--- src/rtl/embs_pkg.sv ---
// Purpose: shared constants and types for the external memory bus strobe block
// Assumes: clk_in runs at four ticks per crystal input clock (quarter-clock resolution)
// Notes:   all strobe widths are stated in hundredths of a crystal clock
package embs_pkg;

    // timing base: one tick is a quarter crystal clock
    localparam int TICKS_PER_XTAL   = 4;
    localparam int XTAL_PER_PERIOD  = 4;
    localparam int PERIOD_TICKS     = TICKS_PER_XTAL * XTAL_PER_PERIOD;
    localparam int PHASE_W          = $clog2(PERIOD_TICKS);

    // strobe widths in hundredths of a crystal clock
    localparam int ALE_HIGH_CENTI   = 150;
    localparam int FETCH_LOW_CENTI  = 225;
    localparam int ALE_TICKS        = (ALE_HIGH_CENTI * TICKS_PER_XTAL) / 100;
    localparam int STROBE_TICKS     = (FETCH_LOW_CENTI * TICKS_PER_XTAL) / 100;

    // strobe placement inside a bus period
    localparam int STROBE_START     = ALE_TICKS;
    localparam int STROBE_END       = STROBE_START + STROBE_TICKS;
    localparam int LAST_PHASE       = PERIOD_TICKS - 1;

    // internal power-up reset stretch, in ticks
    localparam int POR_TICKS        = 16;

    // pin levels after reset
    localparam logic [7:0] PORT_RESET_VALUE = 8'hFF;

    typedef enum logic [1:0] {
        EMBS_IDLE  = 2'b00,
        EMBS_FETCH = 2'b01,
        EMBS_READ  = 2'b10,
        EMBS_WRITE = 2'b11
    } embs_kind_e;

endpackage : embs_pkg

--- src/rtl/embs_bus.sv ---
// Purpose: external program/data memory bus: fetch strobe, address latch strobe,
//          multiplexed low address/data port, upper address port, data strobes
// Assumes: clk_in is four ticks per crystal clock; one bus period is 16 ticks
// Notes:   every strobe is registered, so all of them lag the phase by one tick alike
`timescale 1ns/1ns

module embs_bus #(
    parameter int POR_TICKS = embs_pkg::POR_TICKS
) (
    // clock, reset, enable
    input  wire logic        clk_in,
    input  wire logic        rst_n_in,
    input  wire logic        ce_in,
    // reset pin, active high, asynchronous to clk_in
    input  wire logic        reset_pin_in,
    // request from the core
    input  wire logic        req_valid_in,
    input  wire logic [1:0]  req_kind_in,
    input  wire logic [15:0] req_addr_in,
    input  wire logic [7:0]  req_wdata_in,
    output logic             req_ready_out,
    // answer to the core
    output logic             resp_valid_out,
    output logic [7:0]       resp_rdata_out,
    output logic             bus_reset_out,
    // memory bus pins
    output logic             program_fetch_strobe_n_out,
    output logic             addr_latch_strobe_out,
    output logic             data_read_strobe_n_out,
    output logic             data_write_strobe_n_out,
    output logic [7:0]       upper_address_port_out,
    input  wire logic [7:0]  muxed_low_bus_in,
    output logic [7:0]       muxed_low_bus_out,
    output logic             muxed_low_bus_oe_out
);

    localparam int POR_W = $clog2(POR_TICKS + 1);

    // phase bounds of the latch strobe and data strobe windows
    localparam int              PH_W         = embs_pkg::PHASE_W;
    localparam logic [PH_W-1:0] ALE_END_PH   = PH_W'(embs_pkg::ALE_TICKS);
    localparam logic [PH_W-1:0] STB_START_PH = PH_W'(embs_pkg::STROBE_START);
    localparam logic [PH_W-1:0] STB_END_PH   = PH_W'(embs_pkg::STROBE_END);

    typedef struct packed {
        logic [1:0]             rst_sync;
        logic [POR_W-1:0]       por_cnt;
        embs_pkg::embs_kind_e   kind;
        logic [15:0]            addr;
        logic [7:0]             wdata;
        logic [7:0]             rdata;
        logic                   resp_valid;
        logic                   ale;
        logic                   fetch_n;
        logic                   rd_n;
        logic                   wr_n;
        logic [7:0]             upper;
        logic [7:0]             ad_out;
        logic                   ad_oe;
        logic [7:0]             din_meta;
        logic [7:0]             din_sync;
    } embs_state_s;

    embs_state_s state;
    embs_state_s next_state;

    logic [embs_pkg::PHASE_W-1:0] phase;
    logic                         period_end;
    logic                         bus_reset;
    logic                         in_ale;
    logic                         in_strobe;
    logic                         take;
    logic                         is_fetch;
    logic                         is_read;
    logic                         is_write;
    logic                         is_busy;

    // reset pin sync plus power-up stretch; no outside RC needed
    assign bus_reset = state.rst_sync[1] || (state.por_cnt != POR_W'(POR_TICKS));

    embs_phase_gen #(
        .PERIOD         (embs_pkg::PERIOD_TICKS)
    ) u_phase (
        .clk_in         (clk_in),
        .rst_n_in       (rst_n_in),
        .ce_in          (ce_in),
        .hold_in        (bus_reset),
        .phase_out      (phase),
        .period_end_out (period_end)
    );

    assign in_ale    = phase < ALE_END_PH;
    assign in_strobe = (phase >= STB_START_PH)
                    && (phase < STB_END_PH);

    // kind of the period now on the bus
    assign is_fetch  = (state.kind == embs_pkg::EMBS_FETCH);
    assign is_read   = (state.kind == embs_pkg::EMBS_READ);
    assign is_write  = (state.kind == embs_pkg::EMBS_WRITE);
    assign is_busy   = (state.kind != embs_pkg::EMBS_IDLE);

    // requests start only on a period boundary, so strobes never get clipped
    // gated by ce_in: a frozen bus must not accept a request it cannot start
    assign req_ready_out = period_end && ce_in;
    assign take          = req_valid_in && req_ready_out;

    // one bus period on the pins (each pin shows what the previous phase decided):
    //   phase 1..6   latch strobe high, address bytes driven on both ports
    //   phase 7..15  fetch, read or write strobe low; port released unless writing
    //   phase 13     pin byte enters the two-flop synchroniser
    //   phase 15     that byte is captured and the response raised; strobe rises next
    //   phase 0      write byte held one more tick as hold time for the memory
    //   the latch strobe keeps its four-clock period through idle periods too

    always_comb begin
        next_state          = state;
        next_state.rst_sync = {state.rst_sync[0], reset_pin_in};
        next_state.din_meta = muxed_low_bus_in;
        next_state.din_sync = state.din_meta;
        next_state.resp_valid = 1'b0;
        if (state.por_cnt != POR_W'(POR_TICKS)) begin
            next_state.por_cnt = state.por_cnt + POR_W'(1);
        end

        if (bus_reset) begin
            next_state.kind    = embs_pkg::EMBS_IDLE;
            next_state.ale     = 1'b1;
            next_state.fetch_n = 1'b1;
            next_state.rd_n    = 1'b1;
            next_state.wr_n    = 1'b1;
            next_state.upper   = embs_pkg::PORT_RESET_VALUE;
            next_state.ad_out  = embs_pkg::PORT_RESET_VALUE;
            next_state.ad_oe   = 1'b1;
        end else begin
            next_state.ale     = in_ale;
            // fetch strobe stays high for data cycles and idle periods
            next_state.fetch_n = !(in_strobe && is_fetch);
            next_state.rd_n    = !(in_strobe && is_read);
            next_state.wr_n    = !(in_strobe && is_write);
            if (in_ale) begin
                next_state.ad_out = state.addr[7:0];
                next_state.ad_oe  = 1'b1;
            end else if (is_write) begin
                next_state.ad_out = state.wdata;
                next_state.ad_oe  = 1'b1;
            end else begin
                // released for read data; port has no software latch
                next_state.ad_oe  = 1'b0;
            end
            next_state.upper = state.addr[15:8];

            if (period_end) begin
                if (is_fetch || is_read) begin
                    // last tick with the strobe low: data has settled at the pins
                    next_state.rdata = state.din_sync;
                end
                next_state.resp_valid = is_busy;
                next_state.kind       = embs_pkg::EMBS_IDLE;
                if (take) begin
                    next_state.kind  = embs_pkg::embs_kind_e'(req_kind_in);
                    next_state.addr  = req_addr_in;
                    next_state.wdata = req_wdata_in;
                end
            end
        end
    end

    always_ff @(posedge clk_in) begin
        if (!rst_n_in) begin
            // every pin at its reset level from the first reset edge on
            state.rst_sync   <= 2'h0;
            state.por_cnt    <= '0;
            state.kind       <= embs_pkg::EMBS_IDLE;
            state.addr       <= 16'h0000;
            state.wdata      <= 8'h00;
            state.rdata      <= 8'h00;
            state.resp_valid <= 1'b0;
            state.ale        <= 1'b1;
            state.fetch_n    <= 1'b1;
            state.rd_n       <= 1'b1;
            state.wr_n       <= 1'b1;
            state.upper      <= embs_pkg::PORT_RESET_VALUE;
            state.ad_out     <= embs_pkg::PORT_RESET_VALUE;
            state.ad_oe      <= 1'b1;
            state.din_meta   <= 8'h00;
            state.din_sync   <= 8'h00;
        end else if (ce_in) begin
            state <= next_state;
        end
    end

    // core side
    assign resp_valid_out             = state.resp_valid;
    assign resp_rdata_out             = state.rdata;
    assign bus_reset_out              = bus_reset;

    // memory bus pins
    assign program_fetch_strobe_n_out = state.fetch_n;
    assign addr_latch_strobe_out      = state.ale;
    assign data_read_strobe_n_out     = state.rd_n;
    assign data_write_strobe_n_out    = state.wr_n;
    assign upper_address_port_out     = state.upper;
    assign muxed_low_bus_out          = state.ad_out;
    assign muxed_low_bus_oe_out       = state.ad_oe;

endmodule : embs_bus

--- src/rtl/embs_phase_gen.sv ---
// Purpose: bus period phase counter, wraps every four crystal clocks
// Assumes: clk_in ticks at quarter crystal clock resolution
// Notes:   held at phase zero while the bus is in reset
`timescale 1ns/1ns
module embs_phase_gen #(
    parameter int PERIOD = embs_pkg::PERIOD_TICKS
) (
    // clock and control
    input  wire logic                         clk_in,
    input  wire logic                         rst_n_in,
    input  wire logic                         ce_in,
    input  wire logic                         hold_in,
    // phase
    output logic [embs_pkg::PHASE_W-1:0]      phase_out,
    output logic                              period_end_out
);

    typedef struct packed {
        logic [embs_pkg::PHASE_W-1:0] phase;
    } embs_phase_s;

    embs_phase_s state;
    embs_phase_s next_state;

    always_comb begin
        next_state = state;
        if (hold_in) begin
            next_state.phase = '0;
        end else if (state.phase == embs_pkg::PHASE_W'(PERIOD - 1)) begin
            next_state.phase = '0;
        end else begin
            next_state.phase = state.phase + embs_pkg::PHASE_W'(1);
        end
    end

    always_ff @(posedge clk_in) begin
        if (!rst_n_in) begin
            state <= '0;
        end else if (ce_in) begin
            state <= next_state;
        end
    end

    assign phase_out      = state.phase;
    assign period_end_out = (state.phase == embs_pkg::PHASE_W'(PERIOD - 1)) && !hold_in;

endmodule : embs_phase_gen

--- config.mk ---
export PLATFORM = sky130hd
export DESIGN_NAME = embs_bus
export DESIGN_NICKNAME = d
export VERILOG_FILES = /design/src/rtl/embs_pkg.sv /design/src/rtl/embs_bus.sv /design/src/rtl/embs_phase_gen.sv
export SDC_FILE = /design/constraint.sdc
export NUM_CORES = 1
export LEC_CHECK = 0
export BUFFER_PORTS_ARGS = -buffer_cell sky130_fd_sc_hd__buf_2
export CAP_MARGIN = 20
export CORE_ASPECT_RATIO = 0.6
export CORE_MARGIN = 3
export CORE_UTILIZATION = 49
export CTS_CLUSTER_SIZE = 20
export DETAILED_ROUTE_END_ITERATION = 8
export PLACE_DENSITY = 0.76
export SLEW_MARGIN = 20
export SYNTH_ARGS = -nofsm -noshare
export SYNTH_HDL_FRONTEND = slang
export SYNTH_SLANG_ARGS = --single-unit
--- constraint.sdc ---
create_clock -name clk_in -period 1.65 [get_ports clk_in]
set_clock_uncertainty 0.05 [all_clocks]
set_input_delay 0.165 -clock clk_in [delete_from_list [all_inputs] [get_ports clk_in]]
set_output_delay 0.165 -clock clk_in [all_outputs]
set_load 0.02 [all_outputs]
# Yosys cells after proc, flatten, opt, wreduce, memory -nomap -nowiden

Cells that the tools add are included.

Add/subtract/negate cells: 2
$lt $le $gt $ge: 3
Equality and inequality tests: 5
Muxes and demuxes: 11
Bitwise logic cells: 1
Reduce and logical (&&, ||, !) cells: 21

Operator list:

| operator                                                          | number |
|---|---|
| 2-to-1 mux 35 bit                                                 | 1 |
| 2-to-1 mux 26 bit                                                 | 1 |
| 2-to-1 mux 21 bit                                                 | 1 |
| 2-to-1 mux 8 bit                                                  | 2 |
| 2-to-1 mux 9 bit                                                  | 1 |
| 2-to-1 mux 4 bit                                                  | 2 |
| AND reduction 4 bit                                               | 2 |
| logical AND 1 bit                                                 | 7 |
| AND reduction 2 bit                                               | 3 |
| adder 5 x 1 -> 5 bit, second input constant                       | 1 |
| inequality test 5 bit, second input constant                      | 1 |
| adder 4 x 1 -> 4 bit, second input constant                       | 1 |
| == test 2 bit, second input constant                              | 2 |
| == test 4 bit, second input constant                              | 1 |
| greater-or-equal comparator 4 x 3 -> 1 bit, second input constant | 1 |
| logical NOT 1 bit                                                 | 4 |
| < comparator 4 x 3 -> 1 bit, second input constant                | 1 |
| < comparator 4 bit, second input constant                         | 1 |
| nonzero test 2 bit                                                | 2 |
| nonzero test 3 bit                                                | 1 |
| == test 2 x 1 -> 1 bit, second input constant                     | 1 |
| logical OR 1 bit                                                  | 2 |
| 2-to-1 mux 1 bit                                                  | 2 |
| 2-to-1 mux 2 bit                                                  | 1 |
| inverter 1 bit                                                    | 1 |

Bits in registers: 83
Output and inout bits: 32
Word-level logic and storage cells: 60

# Longest topological paths before layout

Depth after elaboration: 9
Depth in mapped cells: 9
Depth with buffers taken out: 6

# Modules after synthesis

From an unflattened synthesis, not the netlist that was laid out.

Cells, all modules: 394
Area, all modules: 3602.2 sq um

By module, submodules not included:

| module         | instances | cells an instance | area each (sq um) | seq. area each (sq um) |
|---|---|---|---|---|
| embs_bus       | 1         | 371               | 3387.0            | 1581.5 |
| embs_phase_gen | 1         | 23                | 215.2             | 80.1 |

# Worst setup path after synthesis

OpenSTA, ideal clock, no wires.

Kind: register -> output
Start point: register state[72] (netlist bit)
End point: output req_ready_out
Arrival time: 1622 ps
Required time: 1435 ps
Setup slack: -187 ps
Cell stages (with the launch flop): 8
Cell sequence: dfxtp_1 inv_1 ha_1 nand4bb_1 buf_6 or2_1 clkbuf_1 nor2_1

Longest elaborated chain between the ends: 5

RTL lines:

| element                | line                 | text |
|---|---|---|
| from (decl)            | embs_bus.sv:64       | `embs_state_s state;` |
| from (signal assigned) | embs_bus.sv:188      | `state <= next_state;` |
| inequality test 5 bit  | embs_bus.sv:79       | `assign bus_reset = state.rst_sync[1] \|\| (state.por_cnt != POR_W'(POR_TICKS));` |
| logical OR 1 bit       | embs_bus.sv:79       |  |
| via bus_reset_out      | embs_bus.sv:25       | `output logic bus_reset_out,` |
| logical NOT 1 bit      | embs_phase_gen.sv:45 | `assign period_end_out = (state.phase == embs_pkg::PHASE_W'(PERIOD - 1)) && !hold_in;` |
| logical AND 1 bit      | embs_phase_gen.sv:45 |  |
| logical AND 1 bit      | embs_bus.sv:104      | `assign req_ready_out = period_end && ce_in;` |
| to (decl)              | embs_bus.sv:21       | `output logic req_ready_out,` |

The timed path passes the listed nets, and every way through them passes these cells.

# Worst setup path after layout

Start point: register u_phase.state (netlist bit u_phase.phase_out[3])
End point: register state[52] (netlist bit)

Longest elaborated chain between the ends: 5

RTL lines:

| element                           | line                 | text |
|---|---|---|
| from (decl)                       | embs_phase_gen.sv:22 | `embs_phase_s state;` |
| from (signal assigned)            | embs_phase_gen.sv:40 | `state <= next_state;` |
| == test 4 bit (*)                 | embs_phase_gen.sv:45 |  |
| logical AND 1 bit (*)             | embs_phase_gen.sv:45 |  |
| logical AND 1 bit                 | embs_bus.sv:104      |  |
| logical AND 1 bit                 | embs_bus.sv:105      | `assign take = req_valid_in && req_ready_out;` |
| AND reduction 4 bit (no line) (*) | --                   |  |

Every way passes the cells marked *; elsewhere a longest branch is shown, timed or not.
A chain may end at the register's enable or synchronous reset.

==> results by group <==
Run status
  • Outcome: finished with violations
  • Failing checks: setup timing

Placement
  • Placed Cells: a little over 500
  • Port bufs: 70
  • DP Area: just over 4000 sq um
  • Routability cong.: about 0.82
  • DPL Wire Length: ~5300 um
  • Pre-CTS setup slack: -0.261 ns

Clock tree
  • Hold buffers post-CTS: 0
  • Root Driver: clkbuf_16
  • CTS tree: built
  • Worst-skew pair later-pin latency: between 0.3 and 0.4 ns
  • Reg clk slew, reported paths: approximately 0.060 ns
  • CTS Sinks: 83
  • Inserted Clock Buffers: 9
  • H-tree depth reported by CTS: 3
  • Clock Tree Buf Depth: 2

STA
  • Endpoints failing hold: 0
  • Worst-Margin Slew: 0.424 ns
  • Final setup fails: 46
  • Slew HR: 0.717
  • Final worst-path cycle share: 1.15
  • Setup Total Neg Slack: -6.12 ns
  • Final slew viol count: 0
  • Final worst setup slack: -0.241 ns
  • Final worst path period need: about 1.9 ns
  • RSZ-0062 raised after global routing: true
  • Fmax: 529 MHz

Die
  • Die Ht: slightly above 70 um
  • Top-level I/O count: 71
  • Die area: between 8000 and 9000 sq um
  • Core ar.: 6940 sq um
  • DIE WIDTH: between 100 and 150 um
  • Initial core utilization: 0.524
  • Core Rows: 23

Worst setup path
  • Critical path class: reg -> reg
  • Critical path data arrival time: 2.07 ns
  • Reg2Reg Setup Slack: -0.24 ns
  • CP Max Fanout: 7
  • CP endpoint kind: flop
  • Worst Path Required: 1.83 ns
  • Nature of the critical path startpoint: flop

Detailed routing
  • First-iteration detailed-routing DRC count: around 150
  • Via count: 2791
  • Total Routed Length: between 9000 and 10000 um
  • Post-route ant nets: 0
  • Via density: 5.11
  • DRC: 0
  • Drt first pass iters: 4
  • Routed WL per cell: 16.7 um

Run
  • Number of max-cap violations: 0

Global route
  • Largest net degree at the start of global routing: 44
  • GRT Util Overall: 0.223
  • First-pass GRT wire length: 14400 um
  • GR Overflow Total: 0
  • Initial antenna violation count: 0
  • Vias in the first global route: ~2800

Logic synthesis
  • Predominant post-synthesis flop cell: dfxtp_1
  • Post-synth EDFFs: 0
  • Cell variety after synth: 39
  • Top cell type's share of synthesized area: 0.457
  • Post-Syn Area: between 3000 and 4000 sq um
  • Cell accounting for the most synthesized area: dfxtp_1
  • XOR/XNOR share of the synthesized area: 0.0145
  • Adder-cell share of the synthesized area: 0.0276
  • Post-synthesis area per instance: around 10 sq um
  • Register area share after synthesis: 0.457
  • Synth area leaders: dfxtp_1 46%, mux2i_1 14%, nor2b_1 10%
  • Post-synthesis instance total: 361
  • Largest family of logic cells by synthesized area: simple AND/OR/NAND/NOR gates
  • Ys async rst share: 0
  • Synth Area in Compound Gates: 0.0772
  • Warnings, synthesis: 0
  • #FFs+latches synth: between 80 and 90
  • Syn_nets: 408
  • Post-Synth Simple-Gate Area: 0.196
  • Multiplexer share of the synthesized area: 0.138

Pwr
  • Leakage: between 1.5 and 2 nW
  • Cell Pwr Density: around 890 nW/um^2
  • Maximum VDD drop: slightly below 800 uV

Final layout
  • ANT cells: 0
  • Fin nets: between 400 and 500
  • Design Area, Final: slightly below 5000 sq um
  • Ratio of cells with drive above 1 in the final layout: 0.406
  • Area growth, synth to finish: 36.3%
  • Post-Layout Cell Count: approximately 550
  • Fin util: 0.714

Worst hold path
  • Worst hold path type: in -> reg
==> power breakdown <==
| part | switching (W) | internal [W] | leakage, nW |
|---|---|---|---|
| clock | 0.000776 | 0.00125 | 0.153 |
| combinational | 0.000155 | 0.000165 | 1.06 |
| sequential | 0.0000255 | 0.00204 | 0.676 |
| total | 0.000957 | 0.00346 | 1.89 |
==> area by class of cell <==
class | instances | area, sq um
Clock inverter | 4 | 48.8
Sequential cell | 83 | 1670
Fill cell | 496 | 1990
Multi-Input combinational cell | 224 | 1930
Clock buffer | 12 | 256
Tap cell | 100 | 125
Timing Repair Buffer | 115 | 886
Inverter | 8 | 30.0
==> kinds of logic after synthesis <==
kind of cell / after synthesis
AO/OA/AOI/OAI: 39
XOR/XNOR: 6
adder cells (fa/ha/maj): 8
buffers and inverters: 54
flip-flops: 83
multiplexers: 50
AND/OR/NAND/NOR: 121
==> flip-flops by register name, indices dropped and copies added (netlist names), 4 cells and up <==
signal	cells
muxed_low_bus_out	8
u_phase.phase_out	4
next_state	9
upper_address_port_out	8
state	40
resp_rdata_out	8
==> cell usage after synthesis (2+ instances only) <==
cell	count
nor2_1	13
buf_2	4
o211ai_1	7
nand3_1	6
ha_1	8
buf_4	25
inv_1	8
nor2b_1	60
and2_1	5
o21ai_1	3
nand2b_1	2
clkbuf_1	11
dfxtp_1	83
nand2_1	14
o21ai_0	8
a211oi_1	7
mux2i_1	50
xnor2_1	5
nor3b_1	9
a21oi_1	3
o31ai_1	2
buf_1	3
buf_6	3
nand4_1	4
or2_1	3
a21boi_0	2
==> worst paths after layout <==
check	startpoint	to	depth (start not counted)
setup reg to reg	u_phase.phase_out[3]	state[52]	6
setup / recovery	u_phase.phase_out[3]	state[52]	6
hold / removal	req_kind_in[0]	state[70]	3
hold reg to reg	muxed_low_bus_out[2]	muxed_low_bus_out[2]	2
==> through the flow <==
| stage | power, W | hold WS [ns] |
|---|---|---|
| final | 0.00441 | 0.00901 |
| after global routing | 0.00457 | 0.0283 |
| after CTS | 0.00443 | 0.00284 |
| after detailed placement | 0.00237 | 0.356 |
| after global placement | 0.00236 | 0.361 |
| after floorplan | 0.00226 | 0.252 |
==> cells in the final DEF, fill, tap and decap left out, types with 2 or more instances in the layout <==
cell type   n
a211oi_2    6
a21boi_1    2
a21oi_1     2
and2_1      5
buf_12      5
buf_2      68
buf_4      21
buf_6      16
buf_8       2
clkbuf_16  11
clkbuf_8    2
clkinv_2    2
dfxtp_1    78
dfxtp_2     3
dfxtp_4     2
ha_1        6
ha_4        2
inv_1       5
inv_2       3
mux2i_1    49
nand2_1     6
nand2_2     4
nand2_4     4
nand2b_1    2
nand3_1     3
nand3_2     3
nand4_1     4
nor2_1     11
nor2b_1    59
nor3b_2     6
nor3b_4     3
nor4_4      2
o211ai_1    7
o21ai_1    10
or2_1       2
xnor2_1     4
==> worst max-delay path, stage by stage (launching register included) <==
cell     delay, ns
dfxtp_1       0.45
nand4_1       0.26
nor4_4        0.38
buf_6         0.19
buf_12        0.15
mux2i_2       0.23
nor2b_1       0.07
==> per-layer routing <==
metal,wire length [um],global-route usage,vias up,share of wire
met5,0,0,-,0
met4,184,0.0687,0,0.020
met3,406,0.0613,16,0.044
met2,4260,0.341,64,0.47
met1,4280,0.307,1348,0.47
li1,-,-,1363,-
==> timing repair <==
action / 4_1_cts / 5_1_grt
gates cloned: 4 / 0
endpoints found under the setup margin: 61 / 61
pin swaps: 16 / 23
setup buffers: 10 / 3
gates resized for setup: 47 / 45
Note: power is estimated with default switching activity, not from simulation.
